## src/logic/fuse_prog_pkg.sv

```systemverilog
package fuse_prog_pkg;
    localparam int CLK_MHZ          = 25;
    // pulse width limits in nanoseconds
    localparam int ZERO_MIN_NS      = 50;
    localparam int ZERO_MAX_NS      = 10_000;
    localparam int ONE_MIN_NS       = 50_000;
    // a pulse of t ns is seen floor(t/period) samples or one more, so the
    // zero maximum gets one extra cycle to keep a legal pulse legal at every sampling phase
    localparam int ZERO_MIN_CYC     = (ZERO_MIN_NS * CLK_MHZ) / 1000;
    localparam int ZERO_MAX_CYC     = (ZERO_MAX_NS * CLK_MHZ) / 1000 + 1;
    localparam int ONE_MIN_CYC      = (ONE_MIN_NS * CLK_MHZ) / 1000;
    localparam int WIDTH_CNT_BITS   = 11;

    localparam int WORD_BITS        = 38;
    localparam int READ_BITS        = 8;
    // positions inside the shift register; first bit sent ends up at the top
    localparam int START_MSB        = 37;
    localparam int START_LSB        = 26;
    localparam int FUNC_MSB         = 25;
    localparam int FUNC_LSB         = 24;
    localparam int PARAM_MSB        = 23;
    localparam int PARAM_LSB        = 22;
    localparam int DUMMY_MSB        = 21;
    localparam int DUMMY_LSB        = 20;
    localparam int VALUE_MSB        = 19;
    localparam int VALUE_LSB        = 12;
    localparam int END_MSB          = 11;
    localparam int END_LSB          = 0;

    localparam logic [11:0] START_MARK = 12'h0801;
    localparam logic [11:0] END_MARK   = 12'h07FE;
    localparam logic [1:0]  DUMMY_MARK = 2'h2;

    localparam int LOCK_BIT         = 0;
    localparam int TEST_BIT         = 1;
    localparam int CHECK_BIT        = 2;

    localparam logic [2:0] GAIN2_RESET  = 3'h0;
    localparam logic [6:0] GAIN1_RESET  = 7'h00;
    localparam logic [7:0] OFFSET_RESET = 8'h00;

    typedef enum logic [1:0] {
        FN_SENSE    = 2'h0,
        FN_SIMULATE = 2'h1,
        FN_PROGRAM  = 2'h2,
        FN_READ     = 2'h3
    } func_t;

    typedef enum logic [1:0] {
        PAR_GAIN2  = 2'h0,
        PAR_GAIN1  = 2'h1,
        PAR_OFFSET = 2'h2,
        PAR_OTHER  = 2'h3
    } param_t;
endpackage : fuse_prog_pkg

```

## src/logic/pulse_bit_if.sv

```systemverilog
`timescale 1ns/1ps
interface pulse_bit_if;
    logic strobe;
    logic value;
    modport meter (output strobe, output value);
    modport sink  (input strobe, input value);
endinterface : pulse_bit_if

```

## src/logic/pulse_width_meter.sv

```systemverilog
`timescale 1ns/1ps
module pulse_width_meter
    import fuse_prog_pkg::*;
#(
    parameter int CNT_BITS = WIDTH_CNT_BITS
) (
    input  wire logic clk,
    input  wire logic rst,
    input  wire logic pulse_level,
    pulse_bit_if.meter bits
);
    localparam logic [CNT_BITS-1:0] Z_MIN = CNT_BITS'(ZERO_MIN_CYC);
    localparam logic [CNT_BITS-1:0] Z_MAX = CNT_BITS'(ZERO_MAX_CYC);
    localparam logic [CNT_BITS-1:0] O_MIN = CNT_BITS'(ONE_MIN_CYC);

    logic [CNT_BITS-1:0] width;
    logic                prev_level;
    logic                falling;
    logic                is_zero;
    logic                is_one;

    assign falling = prev_level & ~pulse_level;
    assign is_zero = (width >= Z_MIN) && (width <= Z_MAX);
    assign is_one  = (width >= O_MIN);

    always_ff @(posedge clk or posedge rst) begin
        if (rst) begin
            prev_level <= 1'b0;
        end else begin
            prev_level <= pulse_level;
        end
    end

    // saturate at the one threshold so very long pulses still count as ones
    always_ff @(posedge clk or posedge rst) begin
        if (rst) begin
            width <= '0;
        end else if (pulse_level) begin
            if (width < O_MIN) begin
                width <= width + CNT_BITS'(1);
            end
        end else begin
            width <= '0;
        end
    end

    // widths between the two ranges are dropped rather than guessed
    always_ff @(posedge clk or posedge rst) begin
        if (rst) begin
            bits.strobe <= 1'b0;
            bits.value  <= 1'b0;
        end else begin
            bits.strobe <= falling && (is_zero || is_one);
            bits.value  <= is_one;
        end
    end
endmodule : pulse_width_meter

```

## src/logic/fuse_programmer.sv

```systemverilog
`timescale 1ns/1ps
module fuse_programmer
    import fuse_prog_pkg::*;
(
    input  wire logic       SYS_CLK,
    input  wire logic       RST,
    input  wire logic       SERIAL_PULSE_INPUT,
    input  wire logic [2:0] GAIN2_FUSE,
    input  wire logic [6:0] GAIN1_FUSE,
    input  wire logic [7:0] OFFSET_FUSE,
    input  wire logic       LOCK_FUSE_STATE,
    input  wire logic       TEST_FUSE_STATE,
    input  wire logic       CHECK_FUSE_STATE,
    output logic            SERIAL_PULL_DOWN_EN,
    output logic [2:0]      BLOW_GAIN2,
    output logic [6:0]      BLOW_GAIN1,
    output logic [7:0]      BLOW_OFFSET,
    output logic [2:0]      BLOW_OTHER,
    output logic            LOW_SENSE_CURRENT,
    output logic [2:0]      GAIN2_CODE,
    output logic [6:0]      GAIN1_CODE,
    output logic [7:0]      OFFSET_CODE,
    output logic            PARITY_FAULT,
    output logic            AMPLIFIER_OUTPUT_LOW,
    output logic            READBACK_ENABLE,
    output logic            READBACK_OUTPUT_PIN
);
    localparam int FUSE_BITS = 21;

    logic [1:0]           pulse_sync;
    logic [FUSE_BITS-1:0] fuse_meta;
    logic [FUSE_BITS-1:0] fuse_sync;
    logic [2:0]           g2_fuse;
    logic [6:0]           g1_fuse;
    logic [7:0]           off_fuse;
    logic                 lock_fuse;
    logic                 test_fuse;
    logic                 check_fuse;

    logic [WORD_BITS-1:0] word;
    logic                 fresh;
    logic                 framed;
    logic                 matched;
    func_t                func;
    param_t               param;
    logic [7:0]           value;

    logic [2:0]           sim_g2;
    logic [6:0]           sim_g1;
    logic [7:0]           sim_off;
    logic [READ_BITS-1:0] rb_shift;
    logic [3:0]           rb_count;
    logic                 rb_active;
    logic [READ_BITS-1:0] next_rb_load;

    logic [2:0]           act_g2;
    logic [6:0]           act_g1;
    logic [7:0]           act_off;

    pulse_bit_if bit_link ();

    // the pin pull-down is an analog sink; enabling it permanently keeps a floating pin low
    assign SERIAL_PULL_DOWN_EN = 1'b1;

    // two flip-flops before anything looks at the pin or the fuse sense lines
    always_ff @(posedge SYS_CLK or posedge RST) begin
        if (RST) begin
            pulse_sync <= 2'h0;
        end else begin
            pulse_sync <= {pulse_sync[0], SERIAL_PULSE_INPUT};
        end
    end

    always_ff @(posedge SYS_CLK or posedge RST) begin
        if (RST) begin
            fuse_meta <= '0;
            fuse_sync <= '0;
        end else begin
            fuse_meta <= {CHECK_FUSE_STATE, TEST_FUSE_STATE, LOCK_FUSE_STATE, OFFSET_FUSE, GAIN1_FUSE, GAIN2_FUSE};
            fuse_sync <= fuse_meta;
        end
    end

    assign g2_fuse    = fuse_sync[2:0];
    assign g1_fuse    = fuse_sync[9:3];
    assign off_fuse   = fuse_sync[17:10];
    assign lock_fuse  = fuse_sync[18];
    assign test_fuse  = fuse_sync[19];
    assign check_fuse = fuse_sync[20];

    pulse_width_meter #(
        .CNT_BITS (WIDTH_CNT_BITS)
    ) u_meter (
        .clk         (SYS_CLK),
        .rst         (RST),
        .pulse_level (pulse_sync[1]),
        .bits        (bit_link.meter)
    );

    // bits arrive msb first, so shifting in at the bottom leaves field 0 at the top
    always_ff @(posedge SYS_CLK or posedge RST) begin
        if (RST) begin
            word <= '0;
        end else if (bit_link.strobe) begin
            word <= {word[WORD_BITS-2:0], bit_link.value};
        end
    end

    always_ff @(posedge SYS_CLK or posedge RST) begin
        if (RST) begin
            fresh <= 1'b0;
        end else begin
            fresh <= bit_link.strobe;
        end
    end

    assign framed  = (word[START_MSB:START_LSB] == START_MARK) && (word[END_MSB:END_LSB] == END_MARK);
    assign matched = framed && (word[DUMMY_MSB:DUMMY_LSB] == DUMMY_MARK);
    assign func    = func_t'(word[FUNC_MSB:FUNC_LSB]);
    assign param   = param_t'(word[PARAM_MSB:PARAM_LSB]);
    assign value   = word[VALUE_MSB:VALUE_LSB];

    // switches follow the word level, so they drop the moment the next bit breaks the frame;
    // the lock fuse ends programming for good
    always_ff @(posedge SYS_CLK or posedge RST) begin
        if (RST) begin
            BLOW_GAIN2  <= 3'h0;
            BLOW_GAIN1  <= 7'h00;
            BLOW_OFFSET <= 8'h00;
            BLOW_OTHER  <= 3'h0;
        end else begin
            BLOW_GAIN2  <= 3'h0;
            BLOW_GAIN1  <= 7'h00;
            BLOW_OFFSET <= 8'h00;
            BLOW_OTHER  <= 3'h0;
            if (matched && func == FN_PROGRAM && !lock_fuse) begin
                unique case (param)
                    PAR_GAIN2:  BLOW_GAIN2  <= value[2:0];
                    PAR_GAIN1:  BLOW_GAIN1  <= value[6:0];
                    PAR_OFFSET: BLOW_OFFSET <= value;
                    PAR_OTHER:  BLOW_OTHER  <= {value[CHECK_BIT], value[TEST_BIT], value[LOCK_BIT]};
                endcase
            end
        end
    end

    always_ff @(posedge SYS_CLK or posedge RST) begin
        if (RST) begin
            sim_g2  <= GAIN2_RESET;
            sim_g1  <= GAIN1_RESET;
            sim_off <= OFFSET_RESET;
        end else if (lock_fuse) begin
            sim_g2  <= GAIN2_RESET;
            sim_g1  <= GAIN1_RESET;
            sim_off <= OFFSET_RESET;
        end else if (fresh && framed && func == FN_SIMULATE) begin
            unique case (param)
                PAR_GAIN2:  sim_g2  <= value[2:0];
                PAR_GAIN1:  sim_g1  <= value[6:0];
                PAR_OFFSET: sim_off <= value;
                PAR_OTHER:  sim_g2  <= sim_g2;
            endcase
        end
    end

    // low sense current is requested with value bit 0 set; normal code clears it
    always_ff @(posedge SYS_CLK or posedge RST) begin
        if (RST) begin
            LOW_SENSE_CURRENT <= 1'b0;
        end else if (fresh && framed && func == FN_SENSE) begin
            LOW_SENSE_CURRENT <= value[0];
        end
    end

    always_comb begin
        next_rb_load = '0;
        unique case (param)
            PAR_GAIN2:  next_rb_load = {5'h00, g2_fuse};
            PAR_GAIN1:  next_rb_load = {1'b0, g1_fuse};
            PAR_OFFSET: next_rb_load = off_fuse;
            PAR_OTHER:  next_rb_load = {5'h00, check_fuse, test_fuse, lock_fuse};
        endcase
    end

    // the pulse that completes a read word is not counted; counting starts with the next
    always_ff @(posedge SYS_CLK or posedge RST) begin
        if (RST) begin
            rb_shift  <= '0;
            rb_count  <= 4'h0;
            rb_active <= 1'b0;
        end else if (fresh && framed && func == FN_READ) begin
            rb_shift  <= next_rb_load;
            rb_count  <= 4'h0;
            rb_active <= 1'b1;
        end else if (rb_active && bit_link.strobe) begin
            rb_shift  <= {rb_shift[READ_BITS-2:0], 1'b0};
            rb_count  <= rb_count + 4'h1;
            if (rb_count == 4'(READ_BITS - 1)) begin
                rb_active <= 1'b0;
            end
        end
    end

    always_ff @(posedge SYS_CLK or posedge RST) begin
        if (RST) begin
            READBACK_ENABLE     <= 1'b0;
            READBACK_OUTPUT_PIN <= 1'b0;
        end else begin
            READBACK_ENABLE     <= rb_active;
            READBACK_OUTPUT_PIN <= rb_active & rb_shift[READ_BITS-1];
        end
    end

    assign act_g2  = lock_fuse ? g2_fuse  : sim_g2;
    assign act_g1  = lock_fuse ? g1_fuse  : sim_g1;
    assign act_off = lock_fuse ? off_fuse : sim_off;

    always_ff @(posedge SYS_CLK or posedge RST) begin
        if (RST) begin
            GAIN2_CODE           <= GAIN2_RESET;
            GAIN1_CODE           <= GAIN1_RESET;
            OFFSET_CODE          <= OFFSET_RESET;
            PARITY_FAULT         <= 1'b0;
            AMPLIFIER_OUTPUT_LOW <= 1'b0;
        end else begin
            GAIN2_CODE           <= act_g2;
            GAIN1_CODE           <= act_g1;
            OFFSET_CODE          <= act_off;
            PARITY_FAULT         <= lock_fuse & (^{act_g2, act_g1, act_off, check_fuse});
            AMPLIFIER_OUTPUT_LOW <= lock_fuse & (^{act_g2, act_g1, act_off, check_fuse});
        end
    end
endmodule : fuse_programmer

```

## config.mk

```make
export PLATFORM = sky130hd
export DESIGN_NAME = fuse_programmer
export DESIGN_NICKNAME = d
export VERILOG_FILES = /design/src/logic/fuse_prog_pkg.sv /design/src/logic/pulse_bit_if.sv /design/src/logic/pulse_width_meter.sv /design/src/logic/fuse_programmer.sv
export SDC_FILE = /design/constraint.sdc
export NUM_CORES = 1
export LEC_CHECK = 0
export BUFFER_PORTS_ARGS = -buffer_cell sky130_fd_sc_hd__buf_2
export CAP_MARGIN = 20
export CORE_AREA = 2 2 141 143
export CTS_CLUSTER_DIAMETER = 60
export DETAILED_ROUTE_END_ITERATION = 7
export DIE_AREA = 0 0 143 145
export GPL_TIMING_DRIVEN = 0
export PLACE_DENSITY = 0.56
export SLEW_MARGIN = 20
export SYNTH_ARGS = -nofsm -noshare
export SYNTH_HDL_FRONTEND = slang
export SYNTH_SLANG_ARGS = --single-unit
```

## constraint.sdc

```tcl
create_clock -name SYS_CLK -period 6.5 [get_ports SYS_CLK]
set_clock_uncertainty 0.1 [all_clocks]
set_input_delay 0.975 -clock SYS_CLK [delete_from_list [all_inputs] [get_ports SYS_CLK]]
set_output_delay 0.975 -clock SYS_CLK [all_outputs]
set_load 0.01 [all_outputs]
```

* Yosys cells after proc, flatten, opt, wreduce, memory -nomap -nowiden
Index checks and enable logic that the tools add are counted.
Operators by class: add/subtract/negate cells 2, reduce and logical (&&, ||, !) cells 26, bitwise logic cells 4, mux-type cells 30, order comparisons 4, eq/ne operators 11
Operators by type and width (number):
- $mux W8 | 8
- $mux W7 | 6
- $pmux W8 S4 | 1
- $mux W3 | 8
- $mux W11 | 2
- $reduce_xor A19 Y1 | 1
- $eq A12 B11 Y1 const B | 1
- $eq A12 B12 Y1 const B | 1
- $reduce_bool A2 Y1 | 6
- $add A11 B1 Y11 const B | 1
- $ge A11 B1 Y1 const B | 1
- $ge A11 B11 Y1 const B | 1
- $le A11 B8 Y1 const B | 1
- $logic_and A1 B1 Y1 | 11
- $lt A11 B11 Y1 const B | 1
- $eq A2 B2 Y1 const B | 5
- $mux W4 | 2
- $reduce_and A2 Y1 | 4
- $add A4 B1 Y4 const B | 1
- $eq A2 B1 Y1 const B | 2
- $eq A4 B3 Y1 const B | 1
- $logic_not A2 Y1 | 2
- $and A1 B1 Y1 | 3
- $mux W1 | 3
- 4 further kinds | 4
Storage, ports and cells: input port bits 24, output and inout bits 45, register bits after elaboration 171

* Longest topological paths before layout
depth in word-level cells 6, gate-level depth with buffers 7, mapped depth without buffers 6

* Modules after synthesis
Synthesis repeated with hierarchy kept, for this count alone.
Unflattened totals: cells, all modules 490, area, all modules 6702.7 sq um
By module, submodules not included:
- fuse_programmer | instances 1, area an instance 5898.2 sq um, sequential area each 3928.8 sq um, cells each 406
- pulse_width_meter | instances 1, area an instance 804.5 sq um, sequential area each 350.3 sq um, cells each 84

* Least setup slack after synthesis
OpenSTA, ideal clock, no wires.
path type reg2reg, start point reg word[27], end point reg sim_off[0], path buffers 0, stages on the path, launching flop included 7, period minus slack after synthesis 2.464 ns, library setup time 0.132 ns, path slack 4.036 ns, data arrival time 2.232 ns, cells stage by stage dfrtp_1 or4b_1 nor4_2 nand3_2 nor4_4 mux2i_1 nor2_1
On the way: longest elaborated chain between the ends 6
Ends and longest elaborated chain:
- start: declaration | line fuse_programmer.sv:40 | logic [WORD_BITS-1:0] word;
- start signal: assignment | line fuse_programmer.sv:105 | word <= {word[WORD_BITS-2:0], bit_link.value};
- $eq A12 B12 Y1 | line fuse_programmer.sv:117 | assign framed = (word[START_MSB:START_LSB] == START_MARK) && (word[END_MSB:END_LSB] == END_MARK);
- $logic_and A1 B1 Y1 | line fuse_programmer.sv:117
- $logic_and A1 B1 Y1 (2 in a row) | line fuse_programmer.sv:156 | end else if (fresh && framed && func == FN_SIMULATE) begin
- $reduce_bool A2 Y1 (no source line)
- $reduce_and A2 Y1 (no source line)
- end signal: assignment | line fuse_programmer.sv:160 | PAR_OFFSET: sim_off <= value;
- end: declaration | line fuse_programmer.sv:50 | logic [7:0] sim_off;
No other way between the ends. A chain may end at the register's enable or synchronous reset.

* Final worst setup path
start point reg word[27], end point reg sim_off[1]
Same word-level chain as after synthesis.

==> PnR_summary.wiki <==
{| class="wikitable"
! Metric !! Value
|-
| Outcome || finished, final reports clean
|-
| Row count || 51
|-
| Top FF cell, synth || dfrtp_1
|-
| Slowest CP cell || nor4_4
|-
| Via count || 3940
|-
| Placed cells || 810
|-
| Leakage || roughly 3.8 nW
|-
| Worst max-slew margin expressed relative to the limit || 0.436
|-
| Netlist Area Pre-Place || 6640 µm²
|-
| Number of enable flip-flop cells after synthesis || 0
|-
| Level count of the clock H-tree || 4
|-
| Clock transition time at the flip-flop clock pins of the worst setup and hold paths || 70 ps
|-
| Crit-path max cell delay || 820 ps
|-
| WHS || 247 ps
|-
| Via count of the first global-routing pass || 4051
|-
| Pwr Density || roughly 280 nW/µm²
|-
| Critical Path Fanout Max || 9
|-
| CP required || approximately 6700 ps
|-
| Worst vdd ir || 0.000196 V
|-
| Overall Global Routing Usage || 0.136
|-
| Net total in the final layout || 592
|-
| Wire length of the first global-routing pass || 21700 µm
|-
| Min cycle time layout || 2950 ps
|-
| Number of storage elements in the synthesis netlist || 171
|-
| Arrival time at the worst endpoint || ~3100 ps
|-
| Post-DRT Antenna Nets || 0
|-
| Count of cell types in the netlist || 39
|-
| Net count after synthesis || between 500 and 600
|-
| Slew of the pin with the lowest slew margin || 839 ps
|-
| Num ports || 69
|-
| Overall overflow remaining after global route || 0
|-
| Die area || 20700 µm²
|-
| Total placed instance area || 7340 µm²
|-
| Sum of negative setup slack || 0 ps
|-
| Fraction of layout instances using a drive strength above 1 || 0.295
|-
| Vias/cell || 4.68
|-
| Number of buffers added on ports || 67
|-
| Post-route cell area || 7910 µm²
|-
| Clock tree sinks || 171
|-
| Class of the tightest hold or removal check || reg2reg
|-
| Count of instances resized after the clock tree is built || 0
|-
| Kind of launch point of the worst setup path || flop
|-
| Die Height || between 100 and 150 µm
|-
| Area growth from synthesis to layout || 19.2%
|-
| Routability congestion estimate || 0.839
|-
| Post-DP HPWL || 8900 µm
|-
| Hold buffer count at CTS || 0
|-
| Sequential share of the synthesized area || 0.645
|-
| End-of-flow core utilization || 0.412
|-
| Number of inserted diodes || 0
|-
| TritonCTS clock tree || yes
|-
| Max-cap violations || 0
|-
| Number of antenna violations at the first check in global routing || 0
|-
| Number of hold-slack violations in the final timing report || 0
|-
| Synth top area cells || dfrtp_1 64%, mux2_2 9.7%, mux2i_1 4.5%, nor4_1 2.2%, xnor2_1 2.1%
|-
| Number of warnings printed during yosys synthesis || 0
|-
| Max-slew violations || 0
|-
| Clock Latency Late Sink || 420 ps
|-
| Core area || ~19000 µm²
|-
| Detail-routed net length per standard cell || around 15 µm
|-
| FMAX || 339 MHz
|-
| Crit. End Element || flop
|-
| Mean post-synth cell area || 13.9 µm²
|-
| Routed WL || approximately 13000 µm
|-
| Number of buffers added by the clock tree synthesis step || 17
|-
| Max Buffers Root-to-Sink || 2
|-
| Largest net degree at the start of global routing || 110
|-
| Number of non-filler instances in the completed layout || around 840
|-
| Root buffer cell || clkbuf_16
|-
| Cell taking the most area after synthesis || dfrtp_1
|-
| Final setup fails || 0
|-
| Cell count after synthesis || 477
|-
| Final worst path period share || 0.454
|-
| Cell Chain, Critical Path || or4b_1 > nor4_2 > nand3_2 > nor4_4 > mux2i_1 > nor2_1
|-
| Number of filler cells placed in the layout || 1789
|-
| RSZ-0062 raised after global routing || no
|-
| Type of the worst setup path || reg2reg
|-
| Number of post-CTS setup repair buffers || 0
|-
| Starting DRC count in detailed routing || 286
|-
| Async set-reset flop share out of synthesis || 1.00
|-
| DIE WIDTH || 143 µm
|-
| Area share of the largest cell type after synthesis || 0.645
|-
| TritonRoute pass-1 iters || 4
|-
| DRC violations left || 0
|-
| Initial core utilization || 0.346
|}
cells by family after synthesis:
group	after synthesis	synth area share
buffers and inverters	29	0.0175
muxes	90	0.152
AOI/OAI and AO/OA	25	0.0226
other	1	0.000565
DFF	171	0.645
xor gates and xnor gates	33	0.0456
adders and majority gates	4	0.00754
and+or+nand+nor	124	0.109
flip-flops by register name, summed over array words and instances, names as in the netlist, 4 cells and up:
signal / count
rb_shift: 8
GAIN1_CODE: 7
rb_count: 4
fuse_meta: 21
word: 38
fuse_sync: 21
u_meter.width: 11
sim_off: 8
BLOW_OFFSET: 8
sim_g1: 7
BLOW_GAIN1: 7
OFFSET_CODE: 8
path summary, 6_finish.rpt:
path / start / endpoint / slack [ps] / cells after the start
setup / recovery: word[27] / sim_off[1] / 3550 / 6
hold / removal: fuse_meta[8] / fuse_sync[8] / 250 / 0
setup reg to reg: word[27] / sim_off[1] / 3550 / 6
hold reg to reg: fuse_meta[8] / fuse_sync[8] / 250 / 0
max in group asynchronous: RST / word[3] / 4930 / 3
min in group asynchronous: RST / pulse_sync[0] / 460 / 2
cell usage in the layout, fill, tap and decap left out, types with 4 or more instances in the layout:
cell / n
a21oi_1: 9
a221oi_1: 4
and2_1: 10
and3_1: 6
buf_1: 6
buf_2: 67
clkbuf_1: 18
clkbuf_16: 17
clkinv_2: 4
clkinv_4: 6
dfrtp_1: 171
ha_1: 4
mux2_2: 57
mux2i_1: 30
nand2_1: 13
nand2b_1: 9
nand3_1: 11
nor2_1: 26
nor2b_1: 4
nor4_1: 23
o21ai_0: 7
xnor2_1: 16
xor2_1: 16
final cells by class:
type | instances | area, µm² | share of cell area
flip-flops and latches | 171 | 4280 | 0.541
multi-input cells | 277 | 2240 | 0.284
clock buffers | 19 | 453 | 0.0572
repair buffers | 68 | 363 | 0.0459
well taps | 265 | 332 | 0.0419
clock inverters | 13 | 119 | 0.0150
plain buffers | 26 | 105 | 0.0133
inverters | 3 | 18.8 | 0.00237
worst max-delay path, delay by kind of cell, from the launching register on:
kind,cells,cell delay (ps)
and+or+nand+nor,5,2050
DFF,1,390
muxes,1,270
where the power goes:
part | total [mW] | leakage, nW | internal [mW] | switching, mW
sequential | 1.10 | 2.26 | 1.09 | 0.0148
clock | 0.961 | 0.283 | 0.549 | 0.413
combinational | 0.120 | 1.23 | 0.0536 | 0.0661
total | 2.19 | 3.78 | 1.69 | 0.494
synthesized netlist by cell type (all sizes together) (2+ instances only):
master / instances
a21boi: 3
a21oi: 9
inv: 3
xnor2: 16
nand2b: 9
mux2: 57
o21ai: 7
and2: 10
clkbuf: 18
nor3: 3
nand2: 13
ha: 4
nor4: 27
and3: 6
mux2i: 30
mux4: 3
or2: 2
buf: 8
nand4b: 3
nand3: 12
nor4b: 2
dfrtp: 171
nand4: 2
xor2: 16
nor2: 26
a221oi: 4
a31oi: 2
nor2b: 4
layer usage:
metal	vias up	share of wire	wire length, µm	track usage
li1	1848	-	-	-
met1	1982	0.48	6270	0.191
met2	97	0.45	5910	0.202
met3	13	0.049	644	0.0439
met4	0	0.016	202	0.0416
met5	-	0	0	0
per-stage QoR:
stage / power, mW / setup slack (ps)
floorplan: 1.20 / 793
global placement: 1.24 / -854
detailed placement: 1.25 / 3550
CTS: 2.21 / 3530
global route: 2.28 / 3380
finish: 2.19 / 3550
(Power assumes the default switching activity.)
